## src/cmdu_pkg.sv

```systemverilog
/*
 * Shared constants and types of the clock mode divider unit.
 * Assumes a single reference clock that stands for the oscillator clock.
 */
package cmdu_pkg;

    // ****************************************
    // Widths, VCO model constants and reset values
    // ****************************************
    localparam int          CMDU_DIV_W     = 4;
    localparam int          CMDU_ACC_W     = 7;
    localparam int          CMDU_VCO_DIV   = 64;
    localparam int          CMDU_BASE_INC  = 16;
    localparam logic [3:0]  CMDU_RST_P     = 4'h1;
    localparam logic [3:0]  CMDU_RST_N     = 4'h1;
    localparam logic [3:0]  CMDU_RST_K     = 4'h1;

    // ****************************************
    // Mode selection
    // ****************************************
    typedef enum logic [1:0] {
        CMDU_DIRECT   = 2'h0,
        CMDU_PRESCALE = 2'h1,
        CMDU_PLL      = 2'h2,
        CMDU_BASE     = 2'h3
    } cmdu_mode_t;

    localparam cmdu_mode_t  CMDU_RST_MODE  = CMDU_DIRECT;

    typedef enum logic [1:0] {
        CMDU_ST_RUN,
        CMDU_ST_DRAIN,
        CMDU_ST_LOAD
    } cmdu_state_t;

endpackage

```

## src/cmdu_div.sv

```systemverilog
/*
 * Divide-by-ratio counter for enable pulses; ratio 0 acts as 1.
 * Assumes tick_in is a one-cycle enable on the same clock.
 */
`timescale 1ns/10ps
`default_nettype none

module cmdu_div #(
    parameter int W = 4
) (
    input  wire logic         clk,
    input  wire logic         rstn,
    input  wire logic         clr,
    input  wire logic         tick_in,
    input  wire logic [W-1:0] ratio,
    output logic              tick_out
);

    logic [W-1:0] cnt_q;
    logic [W-1:0] top;
    logic         last;

    assign top      = (ratio == '0) ? '0 : W'(ratio - 1'b1);
    assign last     = (cnt_q >= top);
    assign tick_out = tick_in & last;

    always_ff @(posedge clk or negedge rstn) begin
        if (!rstn) begin
            cnt_q <= '0;
        end else if (clr) begin
            cnt_q <= '0;
        end else if (tick_in) begin
            cnt_q <= last ? '0 : W'(cnt_q + 1'b1);
        end
    end

endmodule

`default_nettype wire

```

## src/cmdu_top.sv

```systemverilog
/*
 * Clock mode divider unit: derives processor and system bus clock enables
 * from the oscillator clock in one of four modes, with a safe switch sequence.
 * Assumes ref_clk is the oscillator clock and that the mode and factor
 * inputs come from logic on the same clock. The VCO is modelled as a
 * numerically controlled enable of rate n/(p*VCO_DIV) of the reference, or BASE_INC/VCO_DIV in base mode.
 */
`timescale 1ns/10ps
`default_nettype none

module cmdu_top
    import cmdu_pkg::*;
#(
    parameter int VCO_DIV  = CMDU_VCO_DIV,
    parameter int BASE_INC = CMDU_BASE_INC
) (
    input  wire logic                  ref_clk,
    input  wire logic                  rstn,
    input  wire cmdu_mode_t            mode_req,
    input  wire logic [CMDU_DIV_W-1:0] p_factor,
    input  wire logic [CMDU_DIV_W-1:0] n_factor,
    input  wire logic [CMDU_DIV_W-1:0] k_factor,
    output logic                       processor_clock_en,
    output logic                       system_bus_clock_en,
    output cmdu_mode_t                 active_mode,
    output logic                       switch_busy
);

    // ****************************************
    // Working state
    // ****************************************
    cmdu_state_t           state_q;
    cmdu_mode_t            mode_q;
    logic [CMDU_DIV_W-1:0] p_q;
    logic [CMDU_DIV_W-1:0] n_q;
    logic [CMDU_DIV_W-1:0] k_q;
    logic [CMDU_ACC_W-1:0] acc_q;
    logic [CMDU_ACC_W-1:0] acc_sum;
    logic [CMDU_ACC_W-1:0] acc_inc;
    logic                  acc_step;
    logic                  vco_tick;
    logic                  p_tick;
    logic                  k_in;
    logic                  k_tick;
    logic                  load;
    logic                  out_d;
    logic                  differs;
    logic                  out_q;

    localparam logic [CMDU_ACC_W-1:0] VCO_MOD = CMDU_ACC_W'(VCO_DIV);
    localparam logic [CMDU_ACC_W-1:0] BASE_S  = CMDU_ACC_W'(BASE_INC);

    assign load    = (state_q == CMDU_ST_LOAD);
    assign differs = (mode_req != mode_q) || (p_factor != p_q) || (n_factor != n_q) || (k_factor != k_q);

    // ****************************************
    // Predivider on the oscillator clock
    // ****************************************
    cmdu_div #(.W(CMDU_DIV_W)) u_pdiv (
        .clk      (ref_clk),
        .rstn     (rstn),
        .clr      (load),
        .tick_in  (1'b1),
        .ratio    (p_q),
        .tick_out (p_tick)
    );

    // ****************************************
    // VCO model: locked rate or base rate
    // ****************************************
    assign acc_inc  = (mode_q == CMDU_BASE) ? BASE_S : CMDU_ACC_W'(n_q);
    assign acc_step = (mode_q == CMDU_BASE) ? 1'b1 : p_tick;
    assign acc_sum  = CMDU_ACC_W'(acc_q + acc_inc);
    assign vco_tick = acc_step && (acc_sum >= VCO_MOD);

    always_ff @(posedge ref_clk or negedge rstn) begin
        if (!rstn) begin
            acc_q <= '0;
        end else if (load) begin
            acc_q <= '0;
        end else if (acc_step) begin
            acc_q <= vco_tick ? CMDU_ACC_W'(acc_sum - VCO_MOD) : acc_sum;
        end
    end

    // ****************************************
    // Postdivider and output selection
    // ****************************************
    assign k_in = (mode_q == CMDU_PRESCALE) ? p_tick : vco_tick;

    cmdu_div #(.W(CMDU_DIV_W)) u_kdiv (
        .clk      (ref_clk),
        .rstn     (rstn),
        .clr      (load),
        .tick_in  (k_in),
        .ratio    (k_q),
        .tick_out (k_tick)
    );

    always_comb begin
        out_d = 1'b0;
        if (!load) begin
            unique case (mode_q)
                CMDU_DIRECT:   out_d = 1'b1;
                CMDU_PRESCALE: out_d = k_tick;
                CMDU_PLL:      out_d = k_tick;
                CMDU_BASE:     out_d = k_tick;
            endcase
        end
    end

    always_ff @(posedge ref_clk or negedge rstn) begin
        if (!rstn) begin
            out_q <= 1'b0;
        end else begin
            out_q <= out_d;
        end
    end

    assign processor_clock_en  = out_q;
    assign system_bus_clock_en = out_q;

    // ****************************************
    // Switching state machine
    // ****************************************
    always_ff @(posedge ref_clk or negedge rstn) begin
        if (!rstn) begin
            state_q <= CMDU_ST_RUN;
        end else begin
            unique case (state_q)
                CMDU_ST_RUN:   if (differs) state_q <= CMDU_ST_DRAIN;
                CMDU_ST_DRAIN: if (out_d) state_q <= CMDU_ST_LOAD;
                CMDU_ST_LOAD:  state_q <= CMDU_ST_RUN;
                default:       state_q <= CMDU_ST_RUN;
            endcase
        end
    end

    always_ff @(posedge ref_clk or negedge rstn) begin
        if (!rstn) begin
            mode_q <= CMDU_RST_MODE;
            p_q    <= CMDU_RST_P;
            n_q    <= CMDU_RST_N;
            k_q    <= CMDU_RST_K;
        end else if (load) begin
            mode_q <= mode_req;
            p_q    <= p_factor;
            n_q    <= n_factor;
            k_q    <= k_factor;
        end
    end

    always_ff @(posedge ref_clk or negedge rstn) begin
        if (!rstn) begin
            active_mode <= CMDU_RST_MODE;
            switch_busy <= 1'b0;
        end else begin
            active_mode <= load ? mode_req : mode_q;
            switch_busy <= differs || (state_q != CMDU_ST_RUN);
        end
    end

    // ****************************************
    // Checks
    // ****************************************
    a_mode_taken: assert property (@(posedge ref_clk) disable iff (!rstn)
        load |=> (active_mode == $past(mode_req)) && (mode_q == $past(mode_req)))
        else $error("mode not taken at load");

    a_direct_every: assert property (@(posedge ref_clk) disable iff (!rstn)
        (state_q == CMDU_ST_RUN && mode_q == CMDU_DIRECT) |=> processor_clock_en)
        else $error("direct mode missed a cycle");

    a_prescale_out: assert property (@(posedge ref_clk) disable iff (!rstn)
        (!load && mode_q == CMDU_PRESCALE) |=> (processor_clock_en == $past(p_tick && k_tick)))
        else $error("prescaler output wrong");

    a_pll_out: assert property (@(posedge ref_clk) disable iff (!rstn)
        (!load && mode_q == CMDU_PLL) |=> (processor_clock_en == $past(vco_tick && k_tick)))
        else $error("pll output wrong");

    a_base_pair: assert property (@(posedge ref_clk) disable iff (!rstn)
        (mode_q == CMDU_BASE && processor_clock_en) |-> system_bus_clock_en && $past(vco_tick))
        else $error("base mode output wrong");

    a_switch_seq: assert property (@(posedge ref_clk) disable iff (!rstn)
        (state_q == CMDU_ST_DRAIN && out_d) |=> load ##1 (state_q == CMDU_ST_RUN))
        else $error("switch sequence broken");

    a_safe_edge: assert property (@(posedge ref_clk) disable iff (!rstn)
        load |-> $past(out_d) ##1 !processor_clock_en)
        else $error("source changed off a pulse boundary");

    a_drain_hold: assert property (@(posedge ref_clk) disable iff (!rstn)
        (state_q == CMDU_ST_DRAIN && !out_d) |=> (state_q == CMDU_ST_DRAIN))
        else $error("drain left before an output pulse");

    a_load_quiet: assert property (@(posedge ref_clk) disable iff (!rstn)
        load |=> !processor_clock_en && (acc_q == '0))
        else $error("pulse or stale vco phase after load");

    a_sys_equal: assert property (@(posedge ref_clk) disable iff (!rstn)
        system_bus_clock_en == processor_clock_en)
        else $error("system bus enable differs from processor enable");

    a_vco_spaced: assert property (@(posedge ref_clk) disable iff (!rstn)
        vco_tick |=> !vco_tick)
        else $error("vco ticks in two adjacent cycles");

    a_busy_switch: assert property (@(posedge ref_clk) disable iff (!rstn)
        (state_q != CMDU_ST_RUN) |=> switch_busy)
        else $error("busy low during a switch");

    a_run_quiet: assert property (@(posedge ref_clk) disable iff (!rstn)
        (state_q == CMDU_ST_RUN && !differs) |=> !switch_busy)
        else $error("busy high with nothing pending");

endmodule

`default_nettype wire

```

## config.mk

```make
export PLATFORM = sky130hd
export DESIGN_NAME = cmdu_top
export DESIGN_NICKNAME = d
export VERILOG_FILES = /design/src/cmdu_pkg.sv /design/src/cmdu_div.sv /design/src/cmdu_top.sv
export SDC_FILE = /design/constraint.sdc
export NUM_CORES = 1
export LEC_CHECK = 0
export ABC_AREA = 1
export BUFFER_PORTS_ARGS = -buffer_cell sky130_fd_sc_hd__buf_2
export CORE_AREA = 8 8 81 83
export CTS_CLUSTER_DIAMETER = 100
export DETAILED_ROUTE_END_ITERATION = 16
export DIE_AREA = 0 0 89 91
export PLACE_DENSITY = 0.59
export SYNTH_ARGS = -nofsm -noshare
export SYNTH_HDL_FRONTEND = slang
export SYNTH_SLANG_ARGS = --single-unit
```

## constraint.sdc

```tcl
create_clock -name ref_clk -period 4.6 [get_ports ref_clk]
set_input_delay 0.23 -clock ref_clk [delete_from_list [all_inputs] [get_ports ref_clk]]
set_output_delay 0.23 -clock ref_clk [all_outputs]
set_load 0.03 [all_outputs]
```

==> flow_metrics.py, run 1 <==
metrics = {
    "placement": {
        "dp.cells": 339,
        "dp_hpwl_um": 3220,
        "place_area_sq_mm": 0.00223,
        "gp_congestion": 0.846,
        "port_buffers": 20,
    },
    "clock_tree": {
        "path_clk_slew_ns": 0.07,
        "clk_latency_ns": 0.28,
        "cts_buffers": 5,
        "clockBufferDepth": 2,
        "h-tree-depth": 2,
        "cts_tree": "built",
        "hold_buffers": 0,
        "cts_root_buf": "clkbuf_8",
        "postCtsSetupBuffers": 0,
        "cts.repair.resized": 0,
        "cts.sinks": 33,
    },
    "cells_and_area": {
        "nNetsFinal": 306,
        "antenna_cells": 0,
        "multiInputGateArea_sq_mm": 0.00110,
        "regArea_sq_um": 830,
        "layout.cells.non_filler": 347,
        "stdcell_area_sq_mm": 0.00232,
        "synthToLayoutAreaGrowth_pct": 12.0,
        "utilization_pct": 43.4,
        "fillers": 567,
        "drive_gt1_share_pct": 15.3,
    },
    "timing": {
        "fmax_ghz": 0.424,
        "setup_viol": 0,
        "whs_ns": 0.0102,
        "worst_pin_slew_ns": 0.754,
        "worst_slew_margin_rel_pct": 49.7,
        "finalClockSkew_ns": 0.00749,
        "finalSetupTns_ns": 0,
        "grt_setup_unrepaired": "false",
        "fin_crit_sh_pct": 51.2,
        "finalMaxSlewViolations": 0,
        "min_period_ns": 2.36,
        "hold_violations": 0,
    },
    "die": {
        "std_cell_rows": 27,
        "die_h_um": 91,
        "dieWidth_um": 89,
        "die_area_sq_mm": 0.00810,
        "initial_core_util_pct": 38.8,
        "fp.coreArea_sq_mm": 0.00534,
        "io-pin-count": 21,
    },
    "job": {
        "max_cap_violations": 0,
    },
    "logic_synthesis": {
        "yosysMostFrequentCell": "nand2_1",
        "synth_flop_cell": "dfrtp_1",
        "netlist_top_cells_count": "nand2_1 (52), dfrtp_1 (30), inv_1 (28)",
        "yosysUniqueCellTypes": 33,
        "synth_edf_count": 0,
        "async_flop_share_pct": 100,
        "netlist_area_sq_mm": 0.00207,
        "synth_seq_area_share_pct": 40.1,
        "yosysTopAreaCell": "dfrtp_1",
        "netlist_instances": 253,
        "synth_top_area_share_pct": 36.3,
        "synth_nets": 285,
        "synth_area_leaders": "dfrtp_1 (36%), nand2_1 (9.4%), ha_1 (9.1%)",
        "ys_ff_latch": 33,
        "syn_area_per_cell_sq_um": 8.18,
        "synth_warnings": 0,
    },
    "setup_path": {
        "cp-start-kind": "register",
        "r2r_start": "active_mode[0]",
        "crit_fanout": 6,
        "cpMostUsedCell": "nand2_1",
        "critPathKind": "register to register",
        "required_ns": 4.77,
        "cp-end-kind": "register",
        "arrival_ns": 2.53,
        "crit_buf_inv": 3,
        "slowest_delay_ns": 0.44,
        "rrSetupSlack_ns": 2.24,
        "cp_slowest_cell": "dfrtp_1",
        "r2r_end": "u_kdiv.cnt_q[3]",
        "path_cells": "nand2_1 -> inv_1 -> nor2_1 -> ha_1 -> inv_1 -> fa_1 -> inv_1 -> nand2_1 -> nand2_1 -> nand3_1 -> nand3_1 -> nand3_2 -> nand2_2 -> nand2_1 -> nand2_1 -> nand2_1",
        "reg2regPathDepth": 16,
        "path_delay_family": "simple AND/OR/NAND/NOR gates",
    },
    "drt": {
        "wirelength_um": 4110,
        "wire_per_inst_um": 11.8,
        "drc": 0,
        "via_count": 1649,
        "ant_nets": 0,
        "firstDrtPassIters": 5,
        "drtIter0Drc": 58,
        "viasPerCell": 4.75,
    },
    "grt": {
        "grt_pass1_vias": 1544,
        "gr-total-overflow": 0,
        "grt_max_degree": 34,
        "grtUsageTotal_pct": 10.8,
        "antenna_found_initial": 0,
        "grt_pass1_wl_um": 6890,
    },
    "power": {
        "leakage_nw": 1.11,
        "pwr_density_cell_mw_per_mm2": 226,
        "max-vdd-ir-drop_mv": 0.0861,
    },
    "outcome": {
        "run_status": "finished clean",
    },
    "hold_path": {
        "hold_path.class": "primary input to asynchronous set/reset pin",
    },
}
-- per-layer routing --
layer / up-vias / track usage [%] / wire (um)
met5: - / 0 / 0
met2: 24 / 17.7 / 1870
met1: 750 / 13.1 / 2000
met3: 5 / 3.15 / 205
li1: 870 / - / -
met4: 0 / 3.74 / 38
-- state kept, by name (all words and copies together) (netlist names) --
name                flops
switch_busy             1
u_pdiv.cnt_q            4
active_mode             2
k_q                     4
u_kdiv.cnt_q            4
p_q                     4
n_q                     4
acc_q                   7
state_q                 2
processor_clock_en      1
-- worst register-to-register path, delay by kind of cell, from the launching register on --
family	cells	cell delay, ns
flip-flops	1	0.44
buffers and inverters	3	0.26
adder cells (fa/ha/maj)	2	0.56
AND/OR/NAND/NOR	11	0.98
-- power breakdown --
| part | switching [mW] | leakage (nW) | internal [mW] |
|---|---|---|---|
| clock | 0.108 | 0.0439 | 0.104 |
| sequential | 0 | 0.364 | 0.290 |
| combinational | 0.0129 | 0.706 | 0.00873 |
-- metrics by stage --
step,power (mW),worst slack [ns]
global route,0.549,2.01
floorplan,0.302,2.35
finish,0.524,2.24
CTS,0.534,2.24
detailed placement,0.318,2.25
global placement,0.318,2.34
-- cell usage in the layout (no fill, tap or decap), drive strengths merged --
| cell type | instances |
|---|---|
| or2 | 3 |
| xnor2 | 16 |
| dfrtp | 30 |
| a21oi | 10 |
| o21bai | 2 |
| o31ai | 1 |
| xor2 | 3 |
| o21a | 1 |
| nand3b | 1 |
| a31oi | 1 |
| clkbuf | 5 |
| ha | 15 |
| dfstp | 3 |
| nand3 | 23 |
| inv | 29 |
| clkinv | 2 |
| o22ai | 1 |
| buf | 20 |
| nand4 | 6 |
| fa | 1 |
| o211ai | 1 |
| clkinvlp | 1 |
| nor2 | 23 |
| nor3 | 3 |
| nand2 | 54 |
| o21ai | 20 |
-- final cells by class --
type                    instances  area share, %
repair buffers                 20           4.32
clock buffers                   5           2.97
multi-input cells             185           47.6
clock inverters                 3          0.756
well taps                      72           3.89
inverters                      29           4.70
flip-flops and latches         33           35.8
-- worst max-delay path by stage --
stage	start	end	cells after the start
global placement	active_mode[0]	u_kdiv.cnt_q[3]	16
finish	active_mode[0]	u_kdiv.cnt_q[3]	16
CTS	active_mode[0]	u_kdiv.cnt_q[3]	16
global route	active_mode[0]	u_kdiv.cnt_q[3]	16
floorplan	active_mode[0]	u_kdiv.cnt_q[3]	16
detailed placement	active_mode[0]	u_kdiv.cnt_q[3]	16
-- cells by family (layout without fill, tap and decap cells) --
family                     count (synthesis)  in the layout  share of synthesized area, %
and+or+nand+nor                          113            113                          25.4
AOI/OAI and AO/OA                         37             37                          9.85
buffers and inverters                     35             57                          6.65
DFF                                       33             33                          40.1
xor gates and xnor gates                  19             19                          8.04
adders and majority gates                 16             16                          10.0
(Power assumes the default switching activity.)
==> run 2, diff against run 1 <==
--- a/config.mk
+++ b/config.mk
@@ -11,7 +11,7 @@
 export CTS_CLUSTER_DIAMETER = 100
 export DETAILED_ROUTE_END_ITERATION = 16
 export DIE_AREA = 0 0 89 91
-export PLACE_DENSITY = 0.59
+export PLACE_DENSITY = 0.61
 export SYNTH_ARGS = -nofsm -noshare
 export SYNTH_HDL_FRONTEND = slang
 export SYNTH_SLANG_ARGS = --single-unit
==> constraint.sdc (replaced) <==
create_clock -name ref_clk -period 2.1 [get_ports ref_clk]
set_input_delay 0.105 -clock ref_clk [delete_from_list [all_inputs] [get_ports ref_clk]]
set_output_delay 0.105 -clock ref_clk [all_outputs]
set_load 0.03 [all_outputs]
==> flow_metrics.py, run 2 (synthesis gave the netlist of run 1 again) <==
metrics = {
    "outcome": {
        "run_status": "finished clean",
    },
    "placement": {
        "port_buffers": 20,
        "dp_hpwl_um": 3370,
        "gp_congestion": 0.919,
        "dp_slack_ns": -0.0389,
    },
    "die": {
        "fp.coreArea_sq_mm": 0.00534,
        "io-pin-count": 21,
        "die_area_sq_mm": 0.00810,
        "dieWidth_um": 89,
        "std_cell_rows": 27,
        "die_h_um": 91,
        "initial_core_util_pct": 38.8,
    },
    "setup_path": {
        "crit_fanout": 5,
        "r2r_start": "n_q[0]",
        "arrival_ns": 2.27,
        "critPathKind": "register to register",
        "cp-end-kind": "register",
        "reg2regPathDepth": 15,
        "critPathLaunch": "n_q[0]",
        "cp-start-kind": "register",
        "rrSetupSlack_ns": 0.02,
        "r2r_end": "u_kdiv.cnt_q[3]",
        "required_ns": 2.29,
    },
    "hold_path": {
        "hold_path.class": "primary input to register",
        "worstHoldStart": "p_factor[0]",
        "min_path_cells": 3,
        "hold-path-endpoint": "p_q[0]",
    },
    "timing": {
        "hold_violations": 0,
        "min_period_ns": 2.08,
        "fmax_ghz": 0.480,
        "worst_slew_margin_rel_pct": 49.3,
        "worst_pin_slew_ns": 0.761,
        "grt_setup_unrepaired": "true",
        "finalClockSkew_ns": 0.00994,
        "finalSetupTns_ns": 0,
        "setup_slack_ns": 0.0184,
        "setup_viol": 0,
        "finalMaxSlewViolations": 0,
        "fin_crit_sh_pct": 99.1,
        "whs_ns": 0.0335,
    },
    "grt": {
        "grtUsageTotal_pct": 12.0,
        "grt_pass1_vias": 1732,
        "antenna_found_initial": 0,
        "gr-total-overflow": 0,
        "grt_max_degree": 34,
        "grt_pass1_wl_um": 7710,
    },
    "cells_and_area": {
        "largest_register_ffs": 7,
        "final_common_cell": "nand2_1",
        "nNetsFinal": 328,
        "multiInputGateArea_sq_mm": 0.00116,
        "drive_gt1_share_pct": 26.9,
        "fillers": 559,
        "regArea_sq_um": 832,
        "synthToLayoutAreaGrowth_pct": 22.5,
        "regMostFlops": "acc_q",
        "layout_common_cells": "nand2_1 (47), dfrtp_1 (28), inv_1 (25), buf_4 (21)",
        "antenna_cells": 0,
    },
    "drt": {
        "drtIter0Drc": 65,
        "ant_nets": 0,
        "firstDrtPassIters": 7,
        "via_count": 1763,
        "drc": 0,
        "wirelength_um": 4700,
        "wire_per_inst_um": 12.7,
        "viasPerCell": 4.78,
    },
    "job": {
        "max_cap_violations": 0,
    },
    "power": {
        "max-vdd-ir-drop_mv": 0.247,
        "pwr_density_cell_mw_per_mm2": 454,
        "total_power_mw": 1.15,
        "leakage_nw": 1.21,
    },
    "clock_tree": {
        "h-tree-depth": 2,
        "path_clk_slew_ns": 0.07,
        "cts_root_buf": "clkbuf_8",
        "clockBufferDepth": 2,
        "cts_tree": "built",
        "clk_latency_ns": 0.29,
        "cts_buffers": 5,
        "cts.sinks": 33,
    },
}
## run 2: cell count changes in the layout (fill, tap and decap cells not counted), moves of 3 or more
| cell | change |
|---|---|
| buf_4 | +21 |
| nand2_1 | -5 |
| nand2_2 | +4 |
| inv_1 | -3 |
| inv_2 | +3 |
## run 2: power by group
group	switching, mW	leakage, nW	internal [mW]	total, mW
sequential	0	0.363	0.636	0.636
clock	0.237	0.0450	0.230	0.467
combinational	0.0296	0.802	0.0203	0.0499
## run 2: final cells by class
type | count | share of cell area (%)
Clock inverter | 2 | 0.394
Tap cell | 72 | 3.55
Sequential cell | 33 | 32.8
Clock buffer | 6 | 2.86
Multi-Input combinational cell | 185 | 45.6
Timing Repair Buffer | 42 | 10.6
Inverter | 29 | 4.29
## run 2: metal layers
layer / GRT usage (%) / share of wire, % / routed length (um)
met5: 0 / 0 / 0
met4: 3.61 / 1.0 / 48
met3: 3.33 / 6.0 / 283
met2: 18.9 / 48 / 2250
met1: 15.5 / 45 / 2110
## run 2: per-stage QoR
step                      std cells  util, %  instance area (sq um)
after floorplan                 253        -                   2080
after global placement          351     43.6                   2330
after detailed placement        351     43.6                   2330
after CTS                       364     46.0                   2450
after global routing            369     47.5                   2540
final                           369     47.5                   2540
## run 2: timing repair
action / 4_1_cts / 5_1_grt
setup buffers: 4 / 5
hold endpoints to repair: 30 / 0
gates resized for setup: 4 / 13
setup endpoints to repair: 3 / 10
hold buffers: 1 / 0
pin swaps: 4 / 9
## run 2: worst max path at each step
stage / slack, ns / cells after the start / to
2_1_floorplan: 0.002 / 16 / u_kdiv.cnt_q[3]
3_3_place_gp: 0.05 / 15 / u_kdiv.cnt_q[3]
3_5_place_dp: -0.04 / 15 / u_kdiv.cnt_q[3]
4_1_cts: 0.004 / 15 / u_kdiv.cnt_q[3]
5_1_grt: -0.14 / 15 / u_kdiv.cnt_q[3]
6_report: 0.02 / 15 / u_kdiv.cnt_q[3]
## run 2: worst max-delay path, cell delays in order (launching register included)
cell	delay, ns
dfstp_2	0.55
inv_2	0.04
nor2_2	0.10
ha_2	0.19
inv_2	0.04
fa_2	0.35
inv_2	0.08
nand2_2	0.06
nand2_2	0.09
nand3_2	0.07
nand3_2	0.08
nand3_4	0.09
nand2_4	0.10
nand2_2	0.05
nand2_1	0.06
nand2_1	0.05
